File: config.mk
export PLATFORM = sky130hd
export DESIGN_NAME = kpsm_setup_menu
export DESIGN_NICKNAME = d
export VERILOG_FILES = /design/src/core/kpsm_pkg.sv /design/src/core/kpsm_key_events.sv /design/src/core/kpsm_digit_editor.sv /design/src/core/kpsm_setup_menu.sv
export VERILOG_INCLUDE_DIRS = /design/src /design/src/core
export SDC_FILE = /design/constraint.sdc
export NUM_CORES = 1
export LEC_CHECK = 0
export ABC_AREA = 1
export BUFFER_PORTS_ARGS = -buffer_cell sky130_fd_sc_hd__buf_2
export CAP_MARGIN = 25
export CORE_UTILIZATION = 53
export DETAILED_ROUTE_END_ITERATION = 12
export MAX_ROUTING_LAYER = met4
export PLACE_DENSITY_LB_ADDON = 0.05
export REMOVE_ABC_BUFFERS = 1
export SYNTH_ARGS = -nofsm -noshare
export SYNTH_HDL_FRONTEND = slang
export SYNTH_SLANG_ARGS = --single-unit
File: constraint.sdc
create_clock -name ref_clk -period 3.2 [get_ports ref_clk]
set_clock_uncertainty 0.15 [all_clocks]
set_input_delay 0 -clock ref_clk [delete_from_list [all_inputs] [get_ports ref_clk]]
set_output_delay 0 -clock ref_clk [all_outputs]
set_load 0.01 [all_outputs]
File: src/core/kpsm_defines.svh
// timing counts, passcodes, field limits and message codes for the setup menu controller
// assumes a 100 MHz ref_clk
`ifndef KPSM_DEFINES_SVH
`define KPSM_DEFINES_SVH
`define KPSM_CLK_HZ 100_000_000
`define KPSM_IDLE_MIN 5
`define KPSM_IDLE_CYCLES (64'(`KPSM_IDLE_MIN) * 60 * `KPSM_CLK_HZ)
`define KPSM_HOLD_MS 2000
`define KPSM_HOLD_CYCLES (`KPSM_HOLD_MS * (`KPSM_CLK_HZ / 1000))
`define KPSM_ELAPSED_MS 1000
`define KPSM_ELAPSED_CYCLES (`KPSM_ELAPSED_MS * (`KPSM_CLK_HZ / 1000))
`define KPSM_SEL_CODE 16'h4523
`define KPSM_PROG_CODE 16'h3254
`define KPSM_TRIES 2'h3
`define KPSM_SPAN_C 16'h1000
`define KPSM_SPAN_F 16'h2000
`define KPSM_MSG_NONE 5'h00
`define KPSM_MSG_ELAPSED 5'h01
`define KPSM_MSG_PASSCODE 5'h02
`define KPSM_MSG_ERROR 5'h03
`define KPSM_MSG_SAVING 5'h04
`define KPSM_MSG_GROUP 5'h05
`define KPSM_MSG_CTRL_TYPE 5'h06
`define KPSM_MSG_HYST 5'h07
`define KPSM_MSG_PBAND 5'h08
`define KPSM_MSG_RESET 5'h09
`define KPSM_MSG_RATE 5'h0A
`define KPSM_MSG_UNITS 5'h0B
`define KPSM_MSG_DISP_CHOICE 5'h0C
`define KPSM_MSG_DISP_TIME 5'h0D
`define KPSM_MSG_HEAT_COOL 5'h0E
`define KPSM_MSG_RATE_BASE 5'h0F
`define KPSM_MSG_PROG_SELECT 5'h10
`define KPSM_MSG_SUBGROUP 5'h11
`endif

File: src/core/kpsm_pkg.sv
// types shared by the setup menu controller and its helpers
// constants live in kpsm_defines.svh
package kpsm_pkg;
    typedef struct packed {
        logic setup;
        logic reset;
        logic adjust_toggle;
        logic digit_advance;
        logic aux;
    } kpsm_keys_t;
    typedef enum logic [1:0] {
        KPSM_VIEW_PROCESS,
        KPSM_VIEW_TARGET,
        KPSM_VIEW_COMBINED
    } kpsm_view_t;
    typedef struct packed {
        logic pid_mode;
        logic fahrenheit;
        kpsm_view_t view;
        logic cooling;
        logic [15:0] hysteresis;
        logic [15:0] pband;
        logic [15:0] reset_term;
        logic [15:0] rate_term;
        logic [15:0] display_hold_time;
        logic [15:0] rate_base;
    } kpsm_params_t;
endpackage

File: src/core/kpsm_key_events.sv
// key edge detector: press pulses per key and a flag for any key change
// assumes keys are debounced and synchronous to ref_clk
module kpsm_key_events (
    input wire logic ref_clk,
    input wire logic arst_n,
    input wire kpsm_pkg::kpsm_keys_t keys,
    output kpsm_pkg::kpsm_keys_t press,
    output logic activity
);
    kpsm_pkg::kpsm_keys_t prev;
    kpsm_pkg::kpsm_keys_t next_prev;
    always_comb begin
        next_prev = keys;
    end
    always_ff @(posedge ref_clk or negedge arst_n) begin
        if (!arst_n) begin
            prev <= '0;
        end else begin
            prev <= next_prev;
        end
    end
    assign press = keys & ~prev;
    assign activity = (keys != prev);
endmodule

File: src/core/kpsm_digit_editor.sv
// digit-by-digit bcd editor with increment/decrement toggle on each new adjust press
// assumes load pulses when a value step opens
module kpsm_digit_editor #(
    parameter int DIGITS = 4
) (
    input wire logic ref_clk,
    input wire logic arst_n,
    input wire logic load,
    input wire logic [4*DIGITS-1:0] load_value,
    input wire logic enable,
    input wire logic adjust_press,
    input wire logic adjust_held,
    input wire logic advance_press,
    input wire logic repeat_tick,
    output logic [4*DIGITS-1:0] value,
    output logic [DIGITS-1:0] flash
);
    logic [4*DIGITS-1:0] next_value;
    logic [$clog2(DIGITS)-1:0] pos;
    logic [$clog2(DIGITS)-1:0] next_pos;
    logic down;
    logic next_down;
    logic step;
    logic [3:0] cur;
    always_comb begin
        next_value = value;
        next_pos = pos;
        next_down = down;
        cur = value[pos*4 +: 4];
        step = enable && (adjust_press || (adjust_held && repeat_tick));
        if (load) begin
            next_value = load_value;
            next_pos = '0;
            next_down = 1'b1;
        end else if (enable) begin
            if (adjust_press) begin
                next_down = ~down;
            end
            if (step) begin
                if (next_down) begin
                    next_value[pos*4 +: 4] = (cur == 4'h0) ? 4'h9 : cur - 4'h1;
                end else begin
                    next_value[pos*4 +: 4] = (cur == 4'h9) ? 4'h0 : cur + 4'h1;
                end
            end
            if (advance_press) begin
                next_pos = (pos == DIGITS[$clog2(DIGITS)-1:0] - 1'b1) ? '0 : pos + 1'b1;
            end
        end
    end
    always_ff @(posedge ref_clk or negedge arst_n) begin
        if (!arst_n) begin
            value <= '0;
            pos <= '0;
            down <= 1'b1;
        end else begin
            value <= next_value;
            pos <= next_pos;
            down <= next_down;
        end
    end
    genvar g;
    generate
        for (g = 0; g < DIGITS; g++) begin : g_flash
            assign flash[g] = enable && (pos == g);
        end
    endgenerate
endmodule

File: src/core/kpsm_setup_menu.sv
// front-panel setup menu: long-hold entry, passcode, groups, controller parameters, save exit
// assumes debounced synchronous keys and an external nonvolatile writer taking save_strobe
`include "kpsm_defines.svh"
module kpsm_setup_menu #(
    parameter longint IDLE_CYCLES = `KPSM_IDLE_CYCLES,
    parameter int HOLD_CYCLES = `KPSM_HOLD_CYCLES,
    parameter int ELAPSED_CYCLES = `KPSM_ELAPSED_CYCLES,
    parameter int REPEAT_CYCLES = 25_000_000
) (
    input wire logic ref_clk,
    input wire logic arst_n,
    input wire kpsm_pkg::kpsm_keys_t keys,
    input wire kpsm_pkg::kpsm_params_t stored_params,
    input wire logic profile_running,
    output logic in_setup,
    output logic [4:0] message,
    output logic [15:0] shown_value,
    output logic [3:0] flash,
    output logic save_strobe,
    output kpsm_pkg::kpsm_params_t save_params,
    output kpsm_pkg::kpsm_params_t active_params,
    output logic prog_select_mode,
    output logic target_visible,
    output logic [15:0] pband_span
);
    typedef enum logic [4:0] {
        S_RUN, S_HOLD_ELAPSED, S_HOLD_PROMPT, S_PASSCODE, S_GROUP, S_SELECT,
        S_CTRL_TYPE, S_HYST, S_PBAND, S_RESET, S_RATE, S_UNITS, S_DISP_TIME,
        S_DISP_CHOICE, S_HEAT_COOL, S_RATE_BASE, S_SUBGROUP, S_SAVING
    } kpsm_state_t;
    kpsm_state_t state, next_state;
    kpsm_pkg::kpsm_params_t edit, next_edit;
    kpsm_pkg::kpsm_keys_t press;
    logic activity;
    logic [31:0] timer, next_timer, rep, next_rep;
    logic [35:0] idle, next_idle;
    logic [1:0] digits, next_digits, tries, next_tries, group, next_group;
    logic [15:0] code, next_code, load_value, ed_value, cand;
    logic code_bad, next_code_bad, next_save, load, edit_en, any_press, code_ok;
    logic [2:0] key_digit;

    kpsm_key_events u_events (
        .ref_clk(ref_clk),
        .arst_n(arst_n),
        .keys(keys),
        .press(press),
        .activity(activity)
    );

    kpsm_digit_editor #(.DIGITS(4)) u_editor (
        .ref_clk(ref_clk),
        .arst_n(arst_n),
        .load(load),
        .load_value(load_value),
        .enable(edit_en),
        .adjust_press(press.adjust_toggle),
        .adjust_held(keys.adjust_toggle),
        .advance_press(press.digit_advance),
        .repeat_tick(rep == 32'h0000_0000),
        .value(ed_value),
        .flash(flash)
    );

    // each key carries one passcode digit value
    always_comb begin
        key_digit = 3'h0;
        if (press.aux) key_digit = 3'h1;
        if (press.digit_advance) key_digit = 3'h2;
        if (press.adjust_toggle) key_digit = 3'h3;
        if (press.reset) key_digit = 3'h4;
        if (press.setup) key_digit = 3'h5;
    end
    assign any_press = (press != '0);
    assign edit_en = (state == S_HYST) || (state == S_PBAND) || (state == S_RESET) ||
        (state == S_RATE) || (state == S_DISP_TIME) || (state == S_RATE_BASE);
    assign cand = {code[11:0], 1'b0, key_digit};
    assign code_ok = (cand == (`KPSM_PROG_CODE >> (4 * (3 - digits)))) ||
        (cand == (`KPSM_SEL_CODE >> (4 * (3 - digits))));

    always_comb begin
        next_state = state;
        next_edit = edit;
        next_timer = timer + 32'h0000_0001;
        next_idle = idle + 36'h0_0000_0001;
        next_rep = (keys.adjust_toggle && rep != 32'h0000_0000) ? rep - 32'h0000_0001 : REPEAT_CYCLES[31:0];
        next_digits = digits;
        next_tries = tries;
        next_group = group;
        next_code = code;
        next_code_bad = code_bad;
        next_save = 1'b0;
        load = 1'b0;
        load_value = 16'h0000;
        if (state == S_RUN || activity) begin
            next_idle = 36'h0_0000_0000;
        end
        // writes back the editor value when setup is pressed to leave a numeric step
        if (press.setup) begin
            unique case (state)
                S_HYST: next_edit.hysteresis = ed_value;
                S_PBAND: next_edit.pband = ed_value;
                S_RESET: next_edit.reset_term = ed_value;
                S_RATE: next_edit.rate_term = ed_value;
                S_DISP_TIME: next_edit.display_hold_time = ed_value;
                S_RATE_BASE: next_edit.rate_base = ed_value;
                default: ;
            endcase
        end
        unique case (state)
            S_RUN: begin
                next_timer = 32'h0000_0000;
                next_edit = stored_params;
                if (keys.setup) begin
                    next_state = S_HOLD_ELAPSED;
                end
            end
            S_HOLD_ELAPSED: begin
                if (!keys.setup) begin
                    next_state = S_RUN;
                end else if (timer >= ELAPSED_CYCLES[31:0]) begin
                    next_state = S_HOLD_PROMPT;
                    next_timer = 32'h0000_0000;
                end
            end
            S_HOLD_PROMPT: begin
                if (!keys.setup && timer < HOLD_CYCLES[31:0]) begin
                    next_state = S_RUN;
                end else if (timer >= HOLD_CYCLES[31:0]) begin
                    next_state = S_PASSCODE;
                    next_tries = 2'h0;
                    next_digits = 2'h0;
                    next_code = 16'h0000;
                    next_code_bad = 1'b0;
                end
            end
            S_PASSCODE: begin
                // the first release of the entry hold is not a digit; only new presses count
                if (any_press) begin
                    next_code = cand;
                    next_digits = digits + 2'h1;
                    if (!code_ok) next_code_bad = 1'b1;
                    if (digits == 2'h3) begin
                        next_digits = 2'h0;
                        next_code = 16'h0000;
                        next_code_bad = 1'b0;
                        if (cand == `KPSM_PROG_CODE) begin
                            next_state = S_GROUP;
                            next_group = 2'h0;
                        end else if (cand == `KPSM_SEL_CODE) begin
                            next_state = S_SELECT;
                        end else if (tries == `KPSM_TRIES - 2'h1) begin
                            next_state = S_RUN;
                        end else begin
                            next_tries = tries + 2'h1;
                        end
                    end
                end
            end
            S_GROUP: begin
                if (press.adjust_toggle) begin
                    next_group = group + 2'h1;
                end else if (press.setup) begin
                    next_state = (group == 2'h0) ? S_CTRL_TYPE : S_SUBGROUP;
                end
            end
            S_SUBGROUP: if (press.setup) next_state = S_GROUP;
            S_SELECT: if (press.reset) next_state = S_RUN;
            S_CTRL_TYPE: begin
                if (press.adjust_toggle) next_edit.pid_mode = ~edit.pid_mode;
                if (press.setup) begin
                    next_state = edit.pid_mode ? S_PBAND : S_HYST;
                    load = 1'b1;
                    load_value = edit.pid_mode ? edit.pband : edit.hysteresis;
                end
            end
            S_HYST, S_RATE: if (press.setup) next_state = S_UNITS;
            S_PBAND: begin
                if (press.setup) begin
                    next_state = S_RESET;
                    load = 1'b1;
                    load_value = edit.reset_term;
                end
            end
            S_RESET: begin
                if (press.setup) begin
                    next_state = S_RATE;
                    load = 1'b1;
                    load_value = edit.rate_term;
                end
            end
            S_UNITS: begin
                if (press.adjust_toggle) next_edit.fahrenheit = ~edit.fahrenheit;
                if (press.setup) next_state = S_DISP_CHOICE;
            end
            S_DISP_CHOICE: begin
                if (press.adjust_toggle) begin
                    unique case (edit.view)
                        kpsm_pkg::KPSM_VIEW_PROCESS: next_edit.view = kpsm_pkg::KPSM_VIEW_TARGET;
                        kpsm_pkg::KPSM_VIEW_TARGET: next_edit.view = kpsm_pkg::KPSM_VIEW_COMBINED;
                        default: next_edit.view = kpsm_pkg::KPSM_VIEW_PROCESS;
                    endcase
                end
                if (press.setup) begin
                    next_state = S_DISP_TIME;
                    load = 1'b1;
                    load_value = edit.display_hold_time;
                end
            end
            S_DISP_TIME: if (press.setup) next_state = S_HEAT_COOL;
            S_HEAT_COOL: begin
                if (press.adjust_toggle) next_edit.cooling = ~edit.cooling;
                if (press.setup) begin
                    next_state = S_RATE_BASE;
                    load = 1'b1;
                    load_value = edit.rate_base;
                end
            end
            S_RATE_BASE: begin
                if (press.setup) begin
                    next_state = S_GROUP;
                    next_group = 2'h0;
                end
            end
            S_SAVING: if (timer >= ELAPSED_CYCLES[31:0]) next_state = S_RUN;
        endcase
        // the reset key is a passcode digit, so its hold exit is only armed past passcode entry
        if (state != S_RUN && state != S_HOLD_ELAPSED && state != S_HOLD_PROMPT &&
            state != S_PASSCODE && state != S_SAVING && state != S_SELECT) begin
            if (!keys.reset) next_timer = 32'h0000_0000;
            if (keys.reset && timer >= HOLD_CYCLES[31:0]) begin
                next_state = S_SAVING;
                next_save = 1'b1;
                next_timer = 32'h0000_0000;
            end
        end
        if (state != S_RUN && state != S_SAVING && idle >= IDLE_CYCLES[35:0]) begin
            next_state = S_RUN;
            next_save = 1'b0;
        end
        if (next_state != state && next_state != S_SAVING) begin
            next_timer = 32'h0000_0000;
        end
    end

    always_ff @(posedge ref_clk or negedge arst_n) begin
        if (!arst_n) begin
            state <= S_RUN;
            edit <= '0;
            timer <= 32'h0000_0000;
            idle <= 36'h0_0000_0000;
            rep <= 32'h0000_0000;
            digits <= 2'h0;
            tries <= 2'h0;
            group <= 2'h0;
            code <= 16'h0000;
            code_bad <= 1'b0;
            save_strobe <= 1'b0;
            save_params <= '0;
        end else begin
            state <= next_state;
            edit <= next_edit;
            timer <= next_timer;
            idle <= next_idle;
            rep <= next_rep;
            digits <= next_digits;
            tries <= next_tries;
            group <= next_group;
            code <= next_code;
            code_bad <= next_code_bad;
            save_strobe <= next_save;
            save_params <= next_save ? edit : save_params;
        end
    end

    always_comb begin
        unique case (state)
            S_HOLD_ELAPSED: message = `KPSM_MSG_ELAPSED;
            S_HOLD_PROMPT: message = `KPSM_MSG_PASSCODE;
            S_PASSCODE: message = code_bad ? `KPSM_MSG_ERROR : `KPSM_MSG_PASSCODE;
            S_GROUP: message = `KPSM_MSG_GROUP;
            S_SUBGROUP: message = `KPSM_MSG_SUBGROUP;
            S_SELECT: message = `KPSM_MSG_PROG_SELECT;
            S_CTRL_TYPE: message = `KPSM_MSG_CTRL_TYPE;
            S_HYST: message = `KPSM_MSG_HYST;
            S_PBAND: message = `KPSM_MSG_PBAND;
            S_RESET: message = `KPSM_MSG_RESET;
            S_RATE: message = `KPSM_MSG_RATE;
            S_UNITS: message = `KPSM_MSG_UNITS;
            S_DISP_TIME: message = `KPSM_MSG_DISP_TIME;
            S_DISP_CHOICE: message = `KPSM_MSG_DISP_CHOICE;
            S_HEAT_COOL: message = `KPSM_MSG_HEAT_COOL;
            S_RATE_BASE: message = `KPSM_MSG_RATE_BASE;
            S_SAVING: message = `KPSM_MSG_SAVING;
            default: message = `KPSM_MSG_NONE;
        endcase
        unique case (state)
            S_GROUP: shown_value = {14'h0000, group};
            S_CTRL_TYPE: shown_value = {15'h0000, edit.pid_mode};
            S_UNITS: shown_value = {15'h0000, edit.fahrenheit};
            S_DISP_CHOICE: shown_value = {14'h0000, edit.view};
            S_HEAT_COOL: shown_value = {15'h0000, edit.cooling};
            S_HOLD_ELAPSED: shown_value = 16'h0000;
            default: shown_value = edit_en ? ed_value : 16'h0000;
        endcase
    end

    assign in_setup = (state != S_RUN);
    assign prog_select_mode = (state == S_SELECT);
    assign active_params = stored_params;
    assign target_visible = (stored_params.view == kpsm_pkg::KPSM_VIEW_TARGET) ||
        ((stored_params.view == kpsm_pkg::KPSM_VIEW_COMBINED) && profile_running);
    assign pband_span = stored_params.fahrenheit ? `KPSM_SPAN_F : `KPSM_SPAN_C;
endmodule

Word-level counts from Yosys, hierarchy flattened
Cells that the tools add are included.

Flip-flop bits (word level): 351. Output and inout bits: 247. Word-level logic and storage cells: 312.

Add/sub/neg operators: 11. $lt $le $gt $ge: 4. Equal/unequal tests: 53. Shifts and indexed selects: 6. Mux-type cells: 122. Bitwise logic cells: 6. Reductions and logical operators: 72.

Operators by type and width (count): 16-bit 2-to-1 mux (17); 32-bit 2-to-1 mux (7); 96-bit 2-to-1 mux (2); 5-bit 2-to-1 mux (27); 16-bit one-hot mux with 6 select lines (1); 5-bit one-hot mux with 17 select lines (1); 16-bit one-hot mux with 5 select lines (1); 5-bit one-hot mux with 16 select lines (1); 4-bit by 34-bit variable part select with 16-bit output (2); 32-bit one-hot mux with 2 select lines (1); 12-bit 2-to-1 mux (4); 5-bit by 4-bit equality test with 1-bit output, second input constant (8); 2-bit 2-to-1 mux (20); 36-bit by 1-bit adder with 36-bit output, second input constant (1); 36-bit by 35-bit >= comparator with 1-bit output, second input constant (1); 36-bit 2-to-1 mux (1); 4-bit negation with 34-bit output (1); 4-bit by 34-bit variable shift with 16-bit output, first input constant (1); 32-bit by 1-bit adder with 32-bit output, second input constant (1); 16-bit bitwise mux (2); 16-bit equality test (2); 32-bit by 27-bit >= comparator with 1-bit output, second input constant (1); 32-bit by 28-bit >= comparator with 1-bit output, second input constant (1); 32-bit logical NOT (1); 53 further kinds (169).

Depth between registers and ports, before layout
Depth in word-level cells: 19. Mapped depth: 20. Depth with buffers taken out: 18.

By module
Synthesis repeated with hierarchy kept, for this count alone.

Cell total of the unflattened synthesis: 2552. Area, all modules: 19561.3 um^2.

By module, submodules not included: kpsm_setup_menu (times used 1, cells each 2297, area an instance 17621.9 um^2); kpsm_digit_editor (times used 1, cells each 234, area an instance 1710.4 um^2); kpsm_key_events (times used 1, cells each 21, area an instance 229.0 um^2).

Worst setup path after synthesis
OpenSTA, ideal clock, no wires.

Kind: register -> register. Start point: register idle[0]. End point: register idle[34]. Library setup time: 0.122 ns. Arrival time: 2.113 ns. Data required time: 2.928 ns. Slack: 0.815 ns. Cell stages (with the launch flop): 15. Cells stage by stage: dfrtp_1 > ha_1 > nand3_1 > nor2_2 > nand3_1 > nor2_1 > nand3_1 > inv_1 > nand2_1 > nor2_1 > nand2_1 > nor2_1 > nand4_1 > o21ai_1 > a21oi_1.

Longest elaborated chain between the ends: 2.

Ends and longest elaborated chain: start: declaration (RTL line kpsm_setup_menu.sv:36) `logic [35:0] idle, next_idle;`; start signal: assignment (RTL line kpsm_setup_menu.sv:263) `idle <= next_idle;`; 36-bit by 1-bit adder with 36-bit output (RTL line kpsm_setup_menu.sv:84) `next_idle = idle + 36'h0_0000_0001;`; 36-bit 2-to-1 mux (RTL line kpsm_setup_menu.sv:94) `if (state == S_RUN || activity) begin`; net next_idle[34] (RTL line kpsm_setup_menu.sv:36).

The timed path passes the listed nets, and every way through them passes these cells. A chain may end at the register's enable or synchronous reset.

Final worst setup path
Start point: register state[1]. End point: register timer[31].

Elaborated cells between the ends (all ways): 68.

RTL lines: start: declaration (RTL line kpsm_setup_menu.sv:31) `kpsm_state_t state, next_state;`; start signal: assignment (RTL line kpsm_setup_menu.sv:260) `state <= next_state;`; parallel branches: the longest is 7 deep, another holds 5-bit one-hot mux with 16 select lines; 5-bit 2-to-1 mux (*) (RTL line kpsm_setup_menu.sv:236) `if (state != S_RUN && state != S_SAVING && idle >= IDLE_CYCLES[35:0]) begin`; net next_state[0] (RTL line kpsm_setup_menu.sv:31); 5-bit != test (RTL line kpsm_setup_menu.sv:240) `if (next_state != state && next_state != S_SAVING) begin`; 1-bit logical AND (*) (RTL line kpsm_setup_menu.sv:240); 32-bit 2-to-1 mux (*) (RTL line kpsm_setup_menu.sv:240); net next_timer[31] (RTL line kpsm_setup_menu.sv:35) `logic [31:0] timer, next_timer, rep, next_rep;`; end signal: assignment (RTL line kpsm_setup_menu.sv:262) `timer <= next_timer;`; end: declaration (RTL line kpsm_setup_menu.sv:35).

Mark *: on every way through the listed nets, which the timed path passes.

==> impl_metrics.ini <==
[timing]
hold_violations = 14
period_share_pct = 92.95
max_freq_ghz = 0.3362
min_period_ns = 2.974
slew_headroom_pct = 35.37
worst_pin_slew_ns = 0.9683
setup_tns_ns = 0
slew_violations = 0
setup_ws_ns = 0.2257
grt_setup_unrepaired = no
setup_violations = 0
hold-worst-slack_ns = -0.04602

[final_layout]
fin_util_pct = 65.78
syn_to_final_growth_pct = 21.06
stdcell_area_sq_mm = 0.02357
drive_above_1_share_pct = 19.49
fin_cells = 3377
layout_common_cells = nand2_1, dfrtp_1, buf_2
final_common_cell = nand2_1
fin_nets = 3020

[power_and_ir_drop]
switchingPower_mw = 8.011
totalPowerFinal_mw = 18.80
power_density_mw_per_mm2 = 797.7
vdd_drop_max_mv = 0.4416
clkPwrFrac_pct = 26.1
seqPwrFrac_pct = 32.3
power.leakage_nw = 11.69
switching_share_pct = 42.61
p_int_mw = 10.79
p_comb_share_pct = 41.6

[synthesis]
yosys_warnings = 0
yosysSeqAreaShare_pct = 44.74
ys_ff_latch = 348
syn_inst = 2530
ys_top_cells_by_area = dfrtp_1, nand2_1, inv_1
synth_cell_type_count = 56
yosysTopAreaCellShare_pct = 44.60
syn-cell-area_sq_mm = 0.01947
yosys.area.top_type = dfrtp_1
avgSynthCellArea_sq_um = 7.695

[grt]
globalRouteTotalUtil_pct = 35.37
grtUsageMet3_pct = 5.566
gr-total-overflow = 0
grt_pass1_wl_um = 101400
globalRouteMet1Util_pct = 46.40
antenna_found_initial = 0
grt.busiest_layer = met2
grt_pass1_vias = 18420
met2_usage_pct = 54.90
grt_max_degree = 105

[clocking]
numCtsBuffers = 39
clock-sinks = 348
root_buffer = clkbuf_16
clk_path_buf_depth = 3
clk_pin_slew_ns = 0.06
clk_latency_ns = 0.57
htree_levels = 2
cts_tree = built

[floorplanning]
dieArea_sq_mm = 0.03750
start_util_pct = 54.34
io_pins = 356
fp.dieH_um = 193.7
fp-row-count = 69
core_area_sq_mm = 0.03583
die_x_um = 193.7

[worst_setup_path]
end_kind = register
crit_required_ns = 3.47
cp-start-kind = register
crit_fanout = 32
critical_path_arrival_ns = 3.24
worstSetupPathType = register to register

[detailed_routing]
drt-pass1-iter-count = 6
routed_wl_um = 63930
vias = 18870
viasPerCell = 5.587
drtAntennaViolNets = 0
initialDrtViolationCount = 1460
drc = 0
wire_per_inst_um = 18.93

[run_status]
status = complete, but fails checks
violations = hold timing

[place]
place_ws_ns = 0.07276
routabilityCongestion = 0.9659
dpl-instance-area_sq_mm = 0.02103
io_buffer_count = 341
post-dp-hpwl_um = 44720
dp_cells = 3195

[run]
drv_cap = 0

[worst_hold_path]
hold_class = primary input to asynchronous set/reset pin
-- metal layers --
layer | vias to the layer above | share of wire (%)
met3 | 160 | 7.8
met2 | 875 | 46
met1 | 8956 | 43
li1 | 8877 | -
met4 | 0 | 3.8
met5 | - | 0
-- final timing paths --
kind	start	to	slack (ns)	cells past startpoint
worst max-delay path	state[1]	timer[31]	0.23	16
worst min-delay path	arst_n	timer[21]	-0.05	2
worst max register to register	state[1]	timer[31]	0.23	16
worst min register to register	rep[0]	rep[0]	0.28	1
max in group asynchronous	arst_n	save_params[73]	1.92	3
min in group ref_clk	keys[3]	u_events.prev[3]	0.01	2
-- timing repair --
action                                 in CTS  in global routing
setup buffers                               0                  0
hold buffers                              109                  0
resized for setup                           0                  2
setup endpoints to repair                   0                 34
endpoints found under the hold margin     336                  0
-- worst max-delay path: stages, from the launching register on --
cell and delay, ns:
dfrtp_1 0.58, inv_2 0.16, nor2_1 0.23, nand3_1 0.29, nand3_1 0.14, nor2_1 0.07, nand3_2 0.15, nand2_1 0.08
nor2_1 0.09, nand3_1 0.07, nand2_1 0.08, nand2_1 0.11, nand2_1 0.08, nand2_1 0.09, nand3_4 0.10, buf_12 0.24
a21oi_1 0.10
-- sequential cells by signal (all words and copies together), names as in the netlist, 9 cells and up --
register,flops
code,9
u_editor.value,16
rep,32
edit,101
idle,36
timer,32
save_params,101
-- synthesized netlist by cell type, drive strengths merged --
library cell / count
nor2: 255
o221ai: 9
a21o: 1
nand3: 123
nor3b: 1
o211ai: 51
a21oi: 101
xnor2: 12
o21ai: 173
clkbuf: 51
or2: 8
and3: 5
a2111oi: 3
xor2: 18
nand3b: 5
o31ai: 6
dfrtp: 347
nand2: 676
o21a: 4
a31o: 2
a41oi: 1
clkinv: 7
buf: 149
a211oi: 6
a22oi: 6
inv: 291
o22ai: 24
a31oi: 67
dfstp: 1
ha: 26
o2111ai: 1
nand4: 43
nor4: 14
conb: 1
nor3: 41
or3: 1
-- logic make-up (layout without fill, tap and decap cells) --
logic type	Yosys count	count (layout)	synth area share, %
and+or+nand+nor	1172	1172	25.66
buffers and inverters	498	870	12.36
AOI/OAI and AO/OA	455	455	14.20
DFF	348	348	44.74
xor gates and xnor gates	30	30	1.350
adders and majority gates	26	26	1.671
other	1	15	0.01926
-- power by group through the flow --
| stage | logic, mW | registers, mW | clock network [mW] |
|---|---|---|---|
| 2_1_floorplan | 4.73 | 5.96 | 0 |
| 3_3_place_gp | 7.41 | 6.09 | 0 |
| 3_5_place_dp | 7.47 | 6.13 | 0 |
| 4_1_cts | 7.63 | 6.06 | 4.96 |
| 5_1_grt | 8.62 | 6.18 | 5.13 |
| 6_report | 7.81 | 6.08 | 4.91 |
-- area by class of cell --
| class | count | area (sq um) |
|---|---|---|
| tap | 461 | 576.8 |
| clock buffer | 55 | 1147 |
| sequential | 348 | 8710 |
| clock inverter | 16 | 257.7 |
| inverter | 298 | 1125 |
| fill | 3066 | 12260 |
| antenna | 1 | 2.502 |
| timing repair buffer | 501 | 3311 |
| multi-input combinational | 1697 | 8438 |
Note: power is estimated with default switching activity, not from simulation.
